**src/hw/drvseq_pkg.sv**
```systemverilog
// Operation
// - State reported as code 0 to 7
// - Lowest numbered exit transition wins
// - Enter start disabled on power-up, restore
// - Trip condition moves live states to trip
// - Start disabled to start enabled when idle
// - Halt input false returns to start disabled
// - Go or inch moves to switched on
// - Switch open ten seconds trips
// - No go or inch returns start enabled
// - Switch closed and defluxed gives ready
// - Switch opening trips at once
// - Enabled: freewheel halt disables, quick halts
// - Enabled idle and stopped returns start enabled
// - Fast-stop ends on timer, freewheel, zero
// - Tripped clears on fault-clear rising edge
// - Remote mode takes inputs from command word
// - Bit 0 drives go; local go inputs ignored, inch stays local
// - Bit 1 ANDed with freewheel halt
// - Bit 2 ANDed with quick halt
// - Bit 3 ANDed with power stage permit
// - Bit 7 rising edge clears fault
package drvseq_pkg;

  // ****************************************
  // States
  // ****************************************
  typedef enum logic [2:0] {
    DRVSEQ_START_DIS = 3'h0,
    DRVSEQ_START_EN = 3'h1,
    DRVSEQ_SWITCHED_ON = 3'h2,
    DRVSEQ_READY = 3'h3,
    DRVSEQ_ENABLED = 3'h4,
    DRVSEQ_FSTOP = 3'h5,
    DRVSEQ_TRIP_ACT = 3'h6,
    DRVSEQ_TRIPPED = 3'h7
  } drvseq_state_t;

  // ****************************************
  // Register map
  // ****************************************
  localparam logic [11:0] DRVSEQ_CMD_OFS = 12'h000;
  localparam logic [11:0] DRVSEQ_CTRL_OFS = 12'h004;
  localparam logic [11:0] DRVSEQ_STAT_OFS = 12'h008;
  localparam logic [15:0] DRVSEQ_CMD_RST = 16'h047e;
  localparam int DRVSEQ_CMD_W = 16;

  localparam int DRVSEQ_B_GO = 0;
  localparam int DRVSEQ_B_FREEWHEEL = 1;
  localparam int DRVSEQ_B_QUICK = 2;
  localparam int DRVSEQ_B_ENABLE = 3;
  localparam int DRVSEQ_B_FCLR = 7;

  localparam int DRVSEQ_C_REMOTE = 0;
  localparam int DRVSEQ_C_RESTORE = 1;
  localparam int DRVSEQ_C_CFGMODE = 2;

  // ****************************************
  // Timing
  // ****************************************
  localparam int DRVSEQ_CLK_HZ = 40000000;
  localparam int DRVSEQ_SW_WAIT_S = 10;
  localparam longint DRVSEQ_SW_WAIT_CYC =
    longint'(DRVSEQ_SW_WAIT_S) * longint'(DRVSEQ_CLK_HZ);

  // Merged sequencing inputs
  typedef struct packed {
    logic go;
    logic inch;
    logic freewheel_halt_n;
    logic quick_halt_n;
    logic enable;
    logic fault_clear;
  } drvseq_in_t;

endpackage : drvseq_pkg

```
**src/hw/drvseq_src_mux.sv**
```systemverilog
`timescale 1ns/10ps
module drvseq_src_mux
  import drvseq_pkg::*;
(
  input wire logic remote,
  input wire logic [15:0] cmd,
  input wire logic forward_go,
  input wire logic reverse_go,
  input wire logic held_go,
  input wire logic inch_request,
  input wire logic freewheel_halt_n,
  input wire logic quick_halt_n,
  input wire logic power_stage_permit,
  input wire logic remote_fault_clear,
  output drvseq_in_t sel
);
  // ****************************************
  // Source selection
  // ****************************************
  always_comb
  begin
    sel = '0;
    if (remote)
    begin
      sel.go = cmd[DRVSEQ_B_GO];
      sel.inch = inch_request;
      sel.freewheel_halt_n = cmd[DRVSEQ_B_FREEWHEEL] & freewheel_halt_n;
      sel.quick_halt_n = cmd[DRVSEQ_B_QUICK] & quick_halt_n;
      sel.enable = cmd[DRVSEQ_B_ENABLE] & power_stage_permit;
      sel.fault_clear = cmd[DRVSEQ_B_FCLR];
    end
    else
    begin
      sel.go = forward_go | reverse_go | held_go;
      sel.inch = inch_request;
      sel.freewheel_halt_n = freewheel_halt_n;
      sel.quick_halt_n = quick_halt_n;
      sel.enable = power_stage_permit;
      sel.fault_clear = remote_fault_clear;
    end
  end
endmodule : drvseq_src_mux

```
**src/hw/drvseq_top.sv**
```systemverilog
`timescale 1ns/10ps
module drvseq_top
  import drvseq_pkg::*;
#(
  parameter longint SW_WAIT_CYC = DRVSEQ_SW_WAIT_CYC
)
(
  input wire logic pclk,
  input wire logic presetn,
  input wire logic psel,
  input wire logic penable,
  input wire logic pwrite,
  input wire logic [11:0] paddr,
  input wire logic [31:0] pwdata,
  output logic [31:0] prdata,
  output logic pready,
  output logic pslverr,
  input wire logic forward_go,
  input wire logic reverse_go,
  input wire logic held_go,
  input wire logic inch_request,
  input wire logic freewheel_halt_n,
  input wire logic quick_halt_n,
  input wire logic power_stage_permit,
  input wire logic remote_fault_clear,
  input wire logic trip_cond,
  input wire logic output_switch_closed,
  input wire logic defluxed,
  input wire logic stop_done,
  input wire logic quick_halt_timeout,
  input wire logic quick_halt_style,
  input wire logic zero_setpoint,
  input wire logic stack_quenched,
  output logic [2:0] seq_state_code
);

  // Counter must reach the wait figure
  if (SW_WAIT_CYC < 1 || SW_WAIT_CYC > 64'h0000_0000_ffff_ffff)
  begin : g_bad_wait
    $error("SW_WAIT_CYC out of range");
  end

  // ****************************************
  // Registers
  // ****************************************
  drvseq_state_t state_r, state_nxt;
  logic [15:0] cmd_r, cmd_nxt;
  logic [2:0] ctrl_r, ctrl_nxt;
  logic [31:0] prdata_r, prdata_nxt;
  logic pready_r, pready_nxt;
  logic pslverr_r, pslverr_nxt;
  logic [31:0] wait_r, wait_nxt;
  logic fclr_r, fclr_nxt;
  logic restore_r, restore_nxt;
  logic cfg_exit_r, cfg_exit_nxt;
  drvseq_in_t in_s;
  logic setup, access_phase, wr_ok;
  logic fclr_rise, sw_timeout;

  assign setup = psel & ~penable;
  assign access_phase = psel & penable;

  function automatic logic map_hit(input logic [11:0] a);
    map_hit = (a == DRVSEQ_CMD_OFS) || (a == DRVSEQ_CTRL_OFS) ||
      (a == DRVSEQ_STAT_OFS);
  endfunction : map_hit

  drvseq_src_mux u_mux (
    .remote(ctrl_r[DRVSEQ_C_REMOTE]),
    .cmd(cmd_r),
    .forward_go(forward_go),
    .reverse_go(reverse_go),
    .held_go(held_go),
    .inch_request(inch_request),
    .freewheel_halt_n(freewheel_halt_n),
    .quick_halt_n(quick_halt_n),
    .power_stage_permit(power_stage_permit),
    .remote_fault_clear(remote_fault_clear),
    .sel(in_s)
  );

  // ****************************************
  // APB slave: no wait states, answer on access
  // ****************************************
  always_comb
  begin
    cmd_nxt = cmd_r;
    ctrl_nxt = ctrl_r;
    prdata_nxt = prdata_r;
    pready_nxt = 1'b0;
    pslverr_nxt = 1'b0;
    restore_nxt = 1'b0;
    cfg_exit_nxt = 1'b0;
    wr_ok = access_phase & pready_r & pwrite & ~pslverr_r;
    if (setup)
    begin
      pready_nxt = 1'b1;
      pslverr_nxt = ~map_hit(paddr);
      prdata_nxt = '0;
      case (paddr)
        DRVSEQ_CMD_OFS: prdata_nxt = {16'h0000, cmd_r};
        DRVSEQ_CTRL_OFS: prdata_nxt = {29'h0, ctrl_r & 3'h5};
        DRVSEQ_STAT_OFS: prdata_nxt = {29'h0, state_r};
        default: prdata_nxt = '0;
      endcase
    end
    if (wr_ok)
    begin
      case (paddr)
        DRVSEQ_CMD_OFS: cmd_nxt = pwdata[15:0];
        DRVSEQ_CTRL_OFS:
        begin
          ctrl_nxt = pwdata[2:0] & 3'h5;
          // Restore is a pulse, never stored
          restore_nxt = pwdata[DRVSEQ_C_RESTORE];
          cfg_exit_nxt = ctrl_r[DRVSEQ_C_CFGMODE] &
            ~pwdata[DRVSEQ_C_CFGMODE];
        end
        default: cmd_nxt = cmd_r;
      endcase
    end
  end

  // ****************************************
  // Sequencer
  // ****************************************
  assign fclr_rise = in_s.fault_clear & ~fclr_r;
  assign sw_timeout = (longint'(wait_r) >= SW_WAIT_CYC - 1);
  assign fclr_nxt = in_s.fault_clear;

  always_comb
  begin
    state_nxt = state_r;
    wait_nxt = '0;
    // Checks in order give the lowest number first
    case (state_r)
      DRVSEQ_START_DIS:
        if (trip_cond)
          state_nxt = DRVSEQ_TRIP_ACT;
        else if (!in_s.go && !in_s.inch && in_s.quick_halt_n &&
                 in_s.freewheel_halt_n)
          state_nxt = DRVSEQ_START_EN;
      DRVSEQ_START_EN:
        if (trip_cond)
          state_nxt = DRVSEQ_TRIP_ACT;
        else if (!in_s.freewheel_halt_n || !in_s.quick_halt_n)
          state_nxt = DRVSEQ_START_DIS;
        else if (in_s.go || in_s.inch)
          state_nxt = DRVSEQ_SWITCHED_ON;
      DRVSEQ_SWITCHED_ON:
      begin
        // Time the switch only while it stays open
        if (!output_switch_closed)
          wait_nxt = wait_r + 32'h1;
        if (trip_cond || (!output_switch_closed && sw_timeout))
          state_nxt = DRVSEQ_TRIP_ACT;
        else if (!in_s.freewheel_halt_n || !in_s.quick_halt_n)
          state_nxt = DRVSEQ_START_DIS;
        else if (!in_s.go && !in_s.inch)
          state_nxt = DRVSEQ_START_EN;
        else if (output_switch_closed && defluxed)
          state_nxt = DRVSEQ_READY;
      end
      DRVSEQ_READY:
        if (trip_cond || !output_switch_closed)
          state_nxt = DRVSEQ_TRIP_ACT;
        else if (!in_s.freewheel_halt_n || !in_s.quick_halt_n)
          state_nxt = DRVSEQ_START_DIS;
        else if (!in_s.go && !in_s.inch)
          state_nxt = DRVSEQ_START_EN;
        else if (in_s.enable)
          state_nxt = DRVSEQ_ENABLED;
      DRVSEQ_ENABLED:
        if (trip_cond || !output_switch_closed)
          state_nxt = DRVSEQ_TRIP_ACT;
        else if (!in_s.freewheel_halt_n)
          state_nxt = DRVSEQ_START_DIS;
        else if (!in_s.quick_halt_n)
          state_nxt = DRVSEQ_FSTOP;
        else if (!in_s.go && !in_s.inch && stop_done)
          state_nxt = DRVSEQ_START_EN;
        else if (!in_s.enable)
          state_nxt = DRVSEQ_READY;
      DRVSEQ_FSTOP:
        if (trip_cond || !output_switch_closed)
          state_nxt = DRVSEQ_TRIP_ACT;
        else if (quick_halt_timeout || quick_halt_style || zero_setpoint)
          state_nxt = DRVSEQ_START_DIS;
      DRVSEQ_TRIP_ACT:
        if (stack_quenched)
          state_nxt = DRVSEQ_TRIPPED;
      DRVSEQ_TRIPPED:
        if (!trip_cond && fclr_rise)
          state_nxt = DRVSEQ_START_DIS;
      default: state_nxt = DRVSEQ_START_DIS;
    endcase
    if (restore_r || cfg_exit_r)
    begin
      state_nxt = DRVSEQ_START_DIS;
      wait_nxt = '0;
    end
  end

  always_ff @(posedge pclk or negedge presetn)
  begin
    if (!presetn)
    begin
      state_r <= DRVSEQ_START_DIS;
      cmd_r <= DRVSEQ_CMD_RST;
      ctrl_r <= '0;
      prdata_r <= '0;
      pready_r <= 1'b0;
      pslverr_r <= 1'b0;
      wait_r <= '0;
      fclr_r <= 1'b0;
      restore_r <= 1'b0;
      cfg_exit_r <= 1'b0;
    end
    else
    begin
      state_r <= state_nxt;
      cmd_r <= cmd_nxt;
      ctrl_r <= ctrl_nxt;
      prdata_r <= prdata_nxt;
      pready_r <= pready_nxt;
      pslverr_r <= pslverr_nxt;
      wait_r <= wait_nxt;
      fclr_r <= fclr_nxt;
      restore_r <= restore_nxt;
      cfg_exit_r <= cfg_exit_nxt;
    end
  end

  assign prdata = prdata_r;
  assign pready = pready_r;
  assign pslverr = pslverr_r;
  assign seq_state_code = state_r;

endmodule : drvseq_top

```
**config.mk**
```make
export PLATFORM = sky130hd
export DESIGN_NAME = drvseq_top
export DESIGN_NICKNAME = d
export VERILOG_FILES = /design/src/hw/drvseq_pkg.sv /design/src/hw/drvseq_src_mux.sv /design/src/hw/drvseq_top.sv
export SDC_FILE = /design/constraint.sdc
export NUM_CORES = 1
export LEC_CHECK = 0
export BUFFER_PORTS_ARGS = -buffer_cell sky130_fd_sc_hd__buf_2
export CORE_UTILIZATION = 35
export DETAILED_ROUTE_END_ITERATION = 8
export PLACE_DENSITY = 0.58
export SYNTH_ARGS = -nofsm -noshare
export SYNTH_HDL_FRONTEND = slang
export SYNTH_SLANG_ARGS = --single-unit
export TNS_END_PERCENT = 20
```
**constraint.sdc**
```tcl
create_clock -name pclk -period 2.8 [get_ports pclk]
set_clock_uncertainty 0.15 [all_clocks]
set_input_delay 0.42 -clock pclk [delete_from_list [all_inputs] [get_ports pclk]]
set_output_delay 0.42 -clock pclk [all_outputs]
set_load 0.02 [all_outputs]
```
==> impl_results.html <==
<table>
<tr><th>Metric</th><th>Value</th></tr>
<tr><th colspan="2">Worst setup path</th></tr>
<tr><td>Cell breakdown of the critical path</td><td>nor4_1 &gt; o21ba_2 &gt; a2111oi_0 &gt; a311oi_1 &gt; nand4_1 &gt; o211ai_1</td></tr>
<tr><td>Slowest cell on the critical path</td><td>dfrtp_1</td></tr>
<tr><td>WP buf/inv</td><td>0</td></tr>
<tr><td>Critical path launch point type</td><td>flop</td></tr>
<tr><td>Critical Path Fanout Max</td><td>6</td></tr>
<tr><td>Crit end category</td><td>flop</td></tr>
<tr><td>Critical Path RT</td><td>2.91 ns</td></tr>
<tr><td>Cell family with most CP delay</td><td>compound AO/OA/AOI/OAI gates</td></tr>
<tr><td>Longest individual stage delay on the worst path</td><td>around 0.47 ns</td></tr>
<tr><td>Class of the most critical setup path</td><td>reg -&gt; reg</td></tr>
<tr><td>Arrival time of the worst setup path</td><td>2.43 ns</td></tr>
<tr><th colspan="2">Clock network</th></tr>
<tr><td>Clock Path Buffers</td><td>2</td></tr>
<tr><td>Worst-Skew Late Latency</td><td>approximately 0.35 ns</td></tr>
<tr><td>TritonCTS Buffers</td><td>9</td></tr>
<tr><td>Clock transition at the registers of the reported paths</td><td>approximately 0.08 ns</td></tr>
<tr><td>Post-CTS Repair Setup Buffers</td><td>0</td></tr>
<tr><td>Clock tree from TritonCTS</td><td>yes</td></tr>
<tr><td>H-tree depth</td><td>3</td></tr>
<tr><td>CTS root buf</td><td>clkbuf_8</td></tr>
<tr><td>Clk sinks</td><td>74</td></tr>
<tr><th colspan="2">Synthesis</th></tr>
<tr><td>Fraction of registers with async set/reset</td><td>1.00</td></tr>
<tr><td>Number of warnings reported in the yosys synthesis log</td><td>0</td></tr>
<tr><td>Cell Area, Synth</td><td>~0.0038 mm^2</td></tr>
<tr><td>Count of flip-flops with a built-in enable after synthesis</td><td>0</td></tr>
<tr><td>Avg Inst Size Synth</td><td>between 10 and 15 um^2</td></tr>
<tr><td>FF+latch count, synth</td><td>74</td></tr>
<tr><td>Cell count after synthesis</td><td>365</td></tr>
<tr><td>Sequential area share after synthesis</td><td>0.494</td></tr>
<tr><td>Most frequently used flop master after synthesis</td><td>dfrtp_1</td></tr>
<tr><td>Library cells used by synthesis</td><td>60</td></tr>
<tr><th colspan="2">Pwr</th></tr>
<tr><td>Maximum vdd ir drop</td><td>between 0.4 and 0.5 mV</td></tr>
<tr><td>Power per unit of standard cell area</td><td>approximately 560 mW/mm^2</td></tr>
<tr><td>Static leakage</td><td>~2.1 nW</td></tr>
<tr><th colspan="2">Timing</th></tr>
<tr><td>Worst slew pin tran</td><td>~0.74 ns</td></tr>
<tr><td>Worst hold slack</td><td>around 0.12 ns</td></tr>
<tr><td>Final Slew Violations</td><td>0</td></tr>
<tr><td>F_max</td><td>around 430 MHz</td></tr>
<tr><td>Unrepaired setup endpoints after global routing</td><td>no</td></tr>
<tr><td>Final total negative setup slack</td><td>0 ns</td></tr>
<tr><td>Final worst path period share</td><td>0.827</td></tr>
<tr><td>Worst slew margin</td><td>0.505</td></tr>
<tr><td>Clock period minus final worst setup slack</td><td>between 2 and 2.5 ns</td></tr>
<tr><td>Final count of hold timing violations</td><td>0</td></tr>
<tr><td>Final setup violation count</td><td>0</td></tr>
<tr><th colspan="2">Cells and area</th></tr>
<tr><td>End-of-flow core utilization</td><td>0.431</td></tr>
<tr><td>Area of all sequential standard cells</td><td>0.00186 mm^2</td></tr>
<tr><td>Antenna diode count</td><td>0</td></tr>
<tr><td>Synth-to-Final Area Change</td><td>18.6%</td></tr>
<tr><td>Final non-filler cell area</td><td>0.00447 mm^2</td></tr>
<tr><td>Nets</td><td>between 500 and 600</td></tr>
<tr><td>Layout filler cell count</td><td>1048</td></tr>
<tr><td>Fraction of layout cells with a size suffix above 1</td><td>0.297</td></tr>
<tr><td>Multi-input gate area in the final layout</td><td>~0.0018 mm^2</td></tr>
<tr><th colspan="2">Die</th></tr>
<tr><td>Std-Cell Core Area</td><td>0.0104 mm^2</td></tr>
<tr><td>Count of pins on the block boundary</td><td>about 100</td></tr>
<tr><td>Die W</td><td>106 um</td></tr>
<tr><td>Die area</td><td>~0.011 mm^2</td></tr>
<tr><td>Die outline height</td><td>roughly 110 um</td></tr>
<tr><td>Effective utilization at floorplan</td><td>0.363</td></tr>
<tr><td>Std-Cell Rows</td><td>37</td></tr>
<tr><th colspan="2">Routing</th></tr>
<tr><td>Number of remaining DRC errors</td><td>0</td></tr>
<tr><td>Number of nets with antenna violations after routing</td><td>0</td></tr>
<tr><td>Final wirelength</td><td>a little over 8000 um</td></tr>
<tr><td>First DRT Iteration DRCs</td><td>approximately 140</td></tr>
<tr><td>Detailed-route via count</td><td>roughly 2900</td></tr>
<tr><td>Router iterations before antenna repair</td><td>5</td></tr>
<tr><td>Post-DR wirelength/cell</td><td>between 10 and 15 um</td></tr>
<tr><td>Vias per cell</td><td>around 5</td></tr>
<tr><th colspan="2">Min path</th></tr>
<tr><td>Worst hold-check path type</td><td>in -&gt; reg</td></tr>
<tr><th colspan="2">Global route</th></tr>
<tr><td>All-Layer GR Usage</td><td>0.157</td></tr>
<tr><td>Largest net degree at the start of global routing</td><td>between 40 and 50</td></tr>
<tr><td>Number of global-route vias before repair</td><td>around 2900</td></tr>
<tr><td>GRT overflow</td><td>0</td></tr>
<tr><td>Initial antenna violation count</td><td>0</td></tr>
<tr><td>First-pass GRT wire length</td><td>between 10000 and 15000 um</td></tr>
<tr><th colspan="2">Run status</th></tr>
<tr><td>Run status</td><td>finished, final reports clean</td></tr>
<tr><th colspan="2">Placement</th></tr>
<tr><td>Input/output buffers</td><td>69</td></tr>
<tr><td>RePlAce Congestion</td><td>0.825</td></tr>
<tr><td>Cell Area, Placed</td><td>approximately 0.0043 mm^2</td></tr>
<tr><td>Detail Placement HPWL</td><td>slightly below 6000 um</td></tr>
<tr><th colspan="2">Job</th></tr>
<tr><td>Number of max-cap violations</td><td>0</td></tr>
</table>
[power breakdown]
| group | switching, mW | internal, mW | leakage (nW) |
|---|---|---|---|
| clock | 0.432 | 0.428 | 0.103 |
| sequential | 0.0780 | 1.10 | 0.995 |
| combinational | 0.289 | 0.198 | 0.977 |
| total | 0.799 | 1.72 | 2.07 |
[path summary, 6_finish.rpt]
path	slack [ns]	start	cells after the start	endpoint
max	0.48	ctrl_r[0]$_DFFE_PN0P_	6	seq_state_code[1]$_DFFE_PN0P_
min	0.12	pwdata[2]	2	cfg_exit_r$_DFF_PN0_
max reg2reg	0.48	ctrl_r[0]$_DFFE_PN0P_	6	seq_state_code[1]$_DFFE_PN0P_
min reg2reg	0.34	prdata[1]$_DFFE_PN0P_	2	prdata[1]$_DFFE_PN0P_
max in group asynchronous	1.24	presetn	3	cmd_r[1]$_DFFE_PN1P_
min in group asynchronous	0.52	presetn	2	wait_r[3]$_DFF_PN0_
[placed cells by master (no fill, tap or decap), types with 5 or more instances in the layout]
master | netlist | final
buf_2 | 0 | 69
dfrtp_1 | 67 | 67
nor2_1 | 49 | 49
nand2_1 | 20 | 20
nand3_1 | 19 | 19
mux2_2 | 18 | 18
conb_1 | 1 | 16
xnor2_1 | 15 | 15
xor2_1 | 13 | 13
a22o_1 | 13 | 13
o21ai_0 | 10 | 10
a21oi_1 | 9 | 9
clkbuf_8 | 0 | 9
inv_1 | 8 | 8
dfstp_2 | 7 | 7
buf_4 | 16 | 7
nand4_1 | 6 | 6
and3_1 | 5 | 5
nor2b_1 | 5 | 5
[layer usage]
metal	share of wire	global-route usage	vias to the layer above
met5	0	0	-
met4	0.0098	0.0446	0
met3	0.039	0.0402	8
met2	0.48	0.245	64
met1	0.47	0.215	1416
li1	-	-	1428
[timing repair]
action | in CTS | in global routing
hold buffers | 1 | 0
endpoints found under the hold margin | 27 | 0
gates resized for setup | 0 | 0
[synth_stat cells (4+ instances only)]
library cell  number  area [um^2]
dfrtp_1           67         1680
nor2_1            49          184
nand2_1           20         75.1
nand3_1           19         95.1
mux2_2            18          203
buf_4             16          120
xnor2_1           15          131
a22o_1            13          114
clkbuf_1          13         48.8
xor2_1            13          114
o21ai_0           10         50.1
a21oi_1            9         45.0
inv_1              8         30.0
dfstp_2            7          184
nand4_1            6         37.5
and3_1             5         31.3
nor2b_1            5         31.3
nor4_1             5         31.3
mux2i_1            4         40.0
nor3_1             4         20.0
[state kept, by name, summed over array words and instances, names as in the netlist]
signal          count
pslverr             1
prdata             16
ctrl_r              2
wait_r             32
cfg_exit_r          1
pready              1
restore_r           1
fclr_r              1
cmd_r              16
seq_state_code      3
[metrics by stage]
step | std cells | power, mW | setup WS, ns
detailed placement | 564 | 1.68 | 0.493
global placement | 564 | 1.68 | 0.489
CTS | 581 | 2.55 | 0.473
floorplan | 380 | 1.52 | 0.732
global route | 581 | 2.67 | 0.137
finish | 581 | 2.52 | 0.483
[layout make-up]
type,count,share of cell area
inverters,8,0.00672
flip-flops and latches,74,0.416
well taps,136,0.0381
repair buffers,78,0.0958
multi-input cells,269,0.397
clock buffers,9,0.0277
clock inverters,7,0.0188
[worst reg2reg max path, stage by stage, from the launching register on]
cell       delay (ns)
dfrtp_1          0.47
nor4_1           0.38
o21ba_2          0.25
a2111oi_0        0.13
a311oi_1         0.45
nand4_1          0.19
o211ai_1         0.22
[logic make-up (layout without fill, tap and decap cells)]
| family | after synthesis | count (layout) | share of synthesized area |
|---|---|---|---|
| XOR/XNOR | 28 | 28 | 0.0651 |
| AND/OR/NAND/NOR | 141 | 141 | 0.202 |
| buffers and inverters | 37 | 102 | 0.0528 |
| other | 1 | 16 | 0.000995 |
| multiplexers | 22 | 22 | 0.0644 |
| flip-flops | 74 | 74 | 0.494 |
| adder cells (fa/ha/maj) | 1 | 1 | 0.00332 |
| AO/OA/AOI/OAI | 61 | 61 | 0.118 |
(Power assumes the default switching activity.)
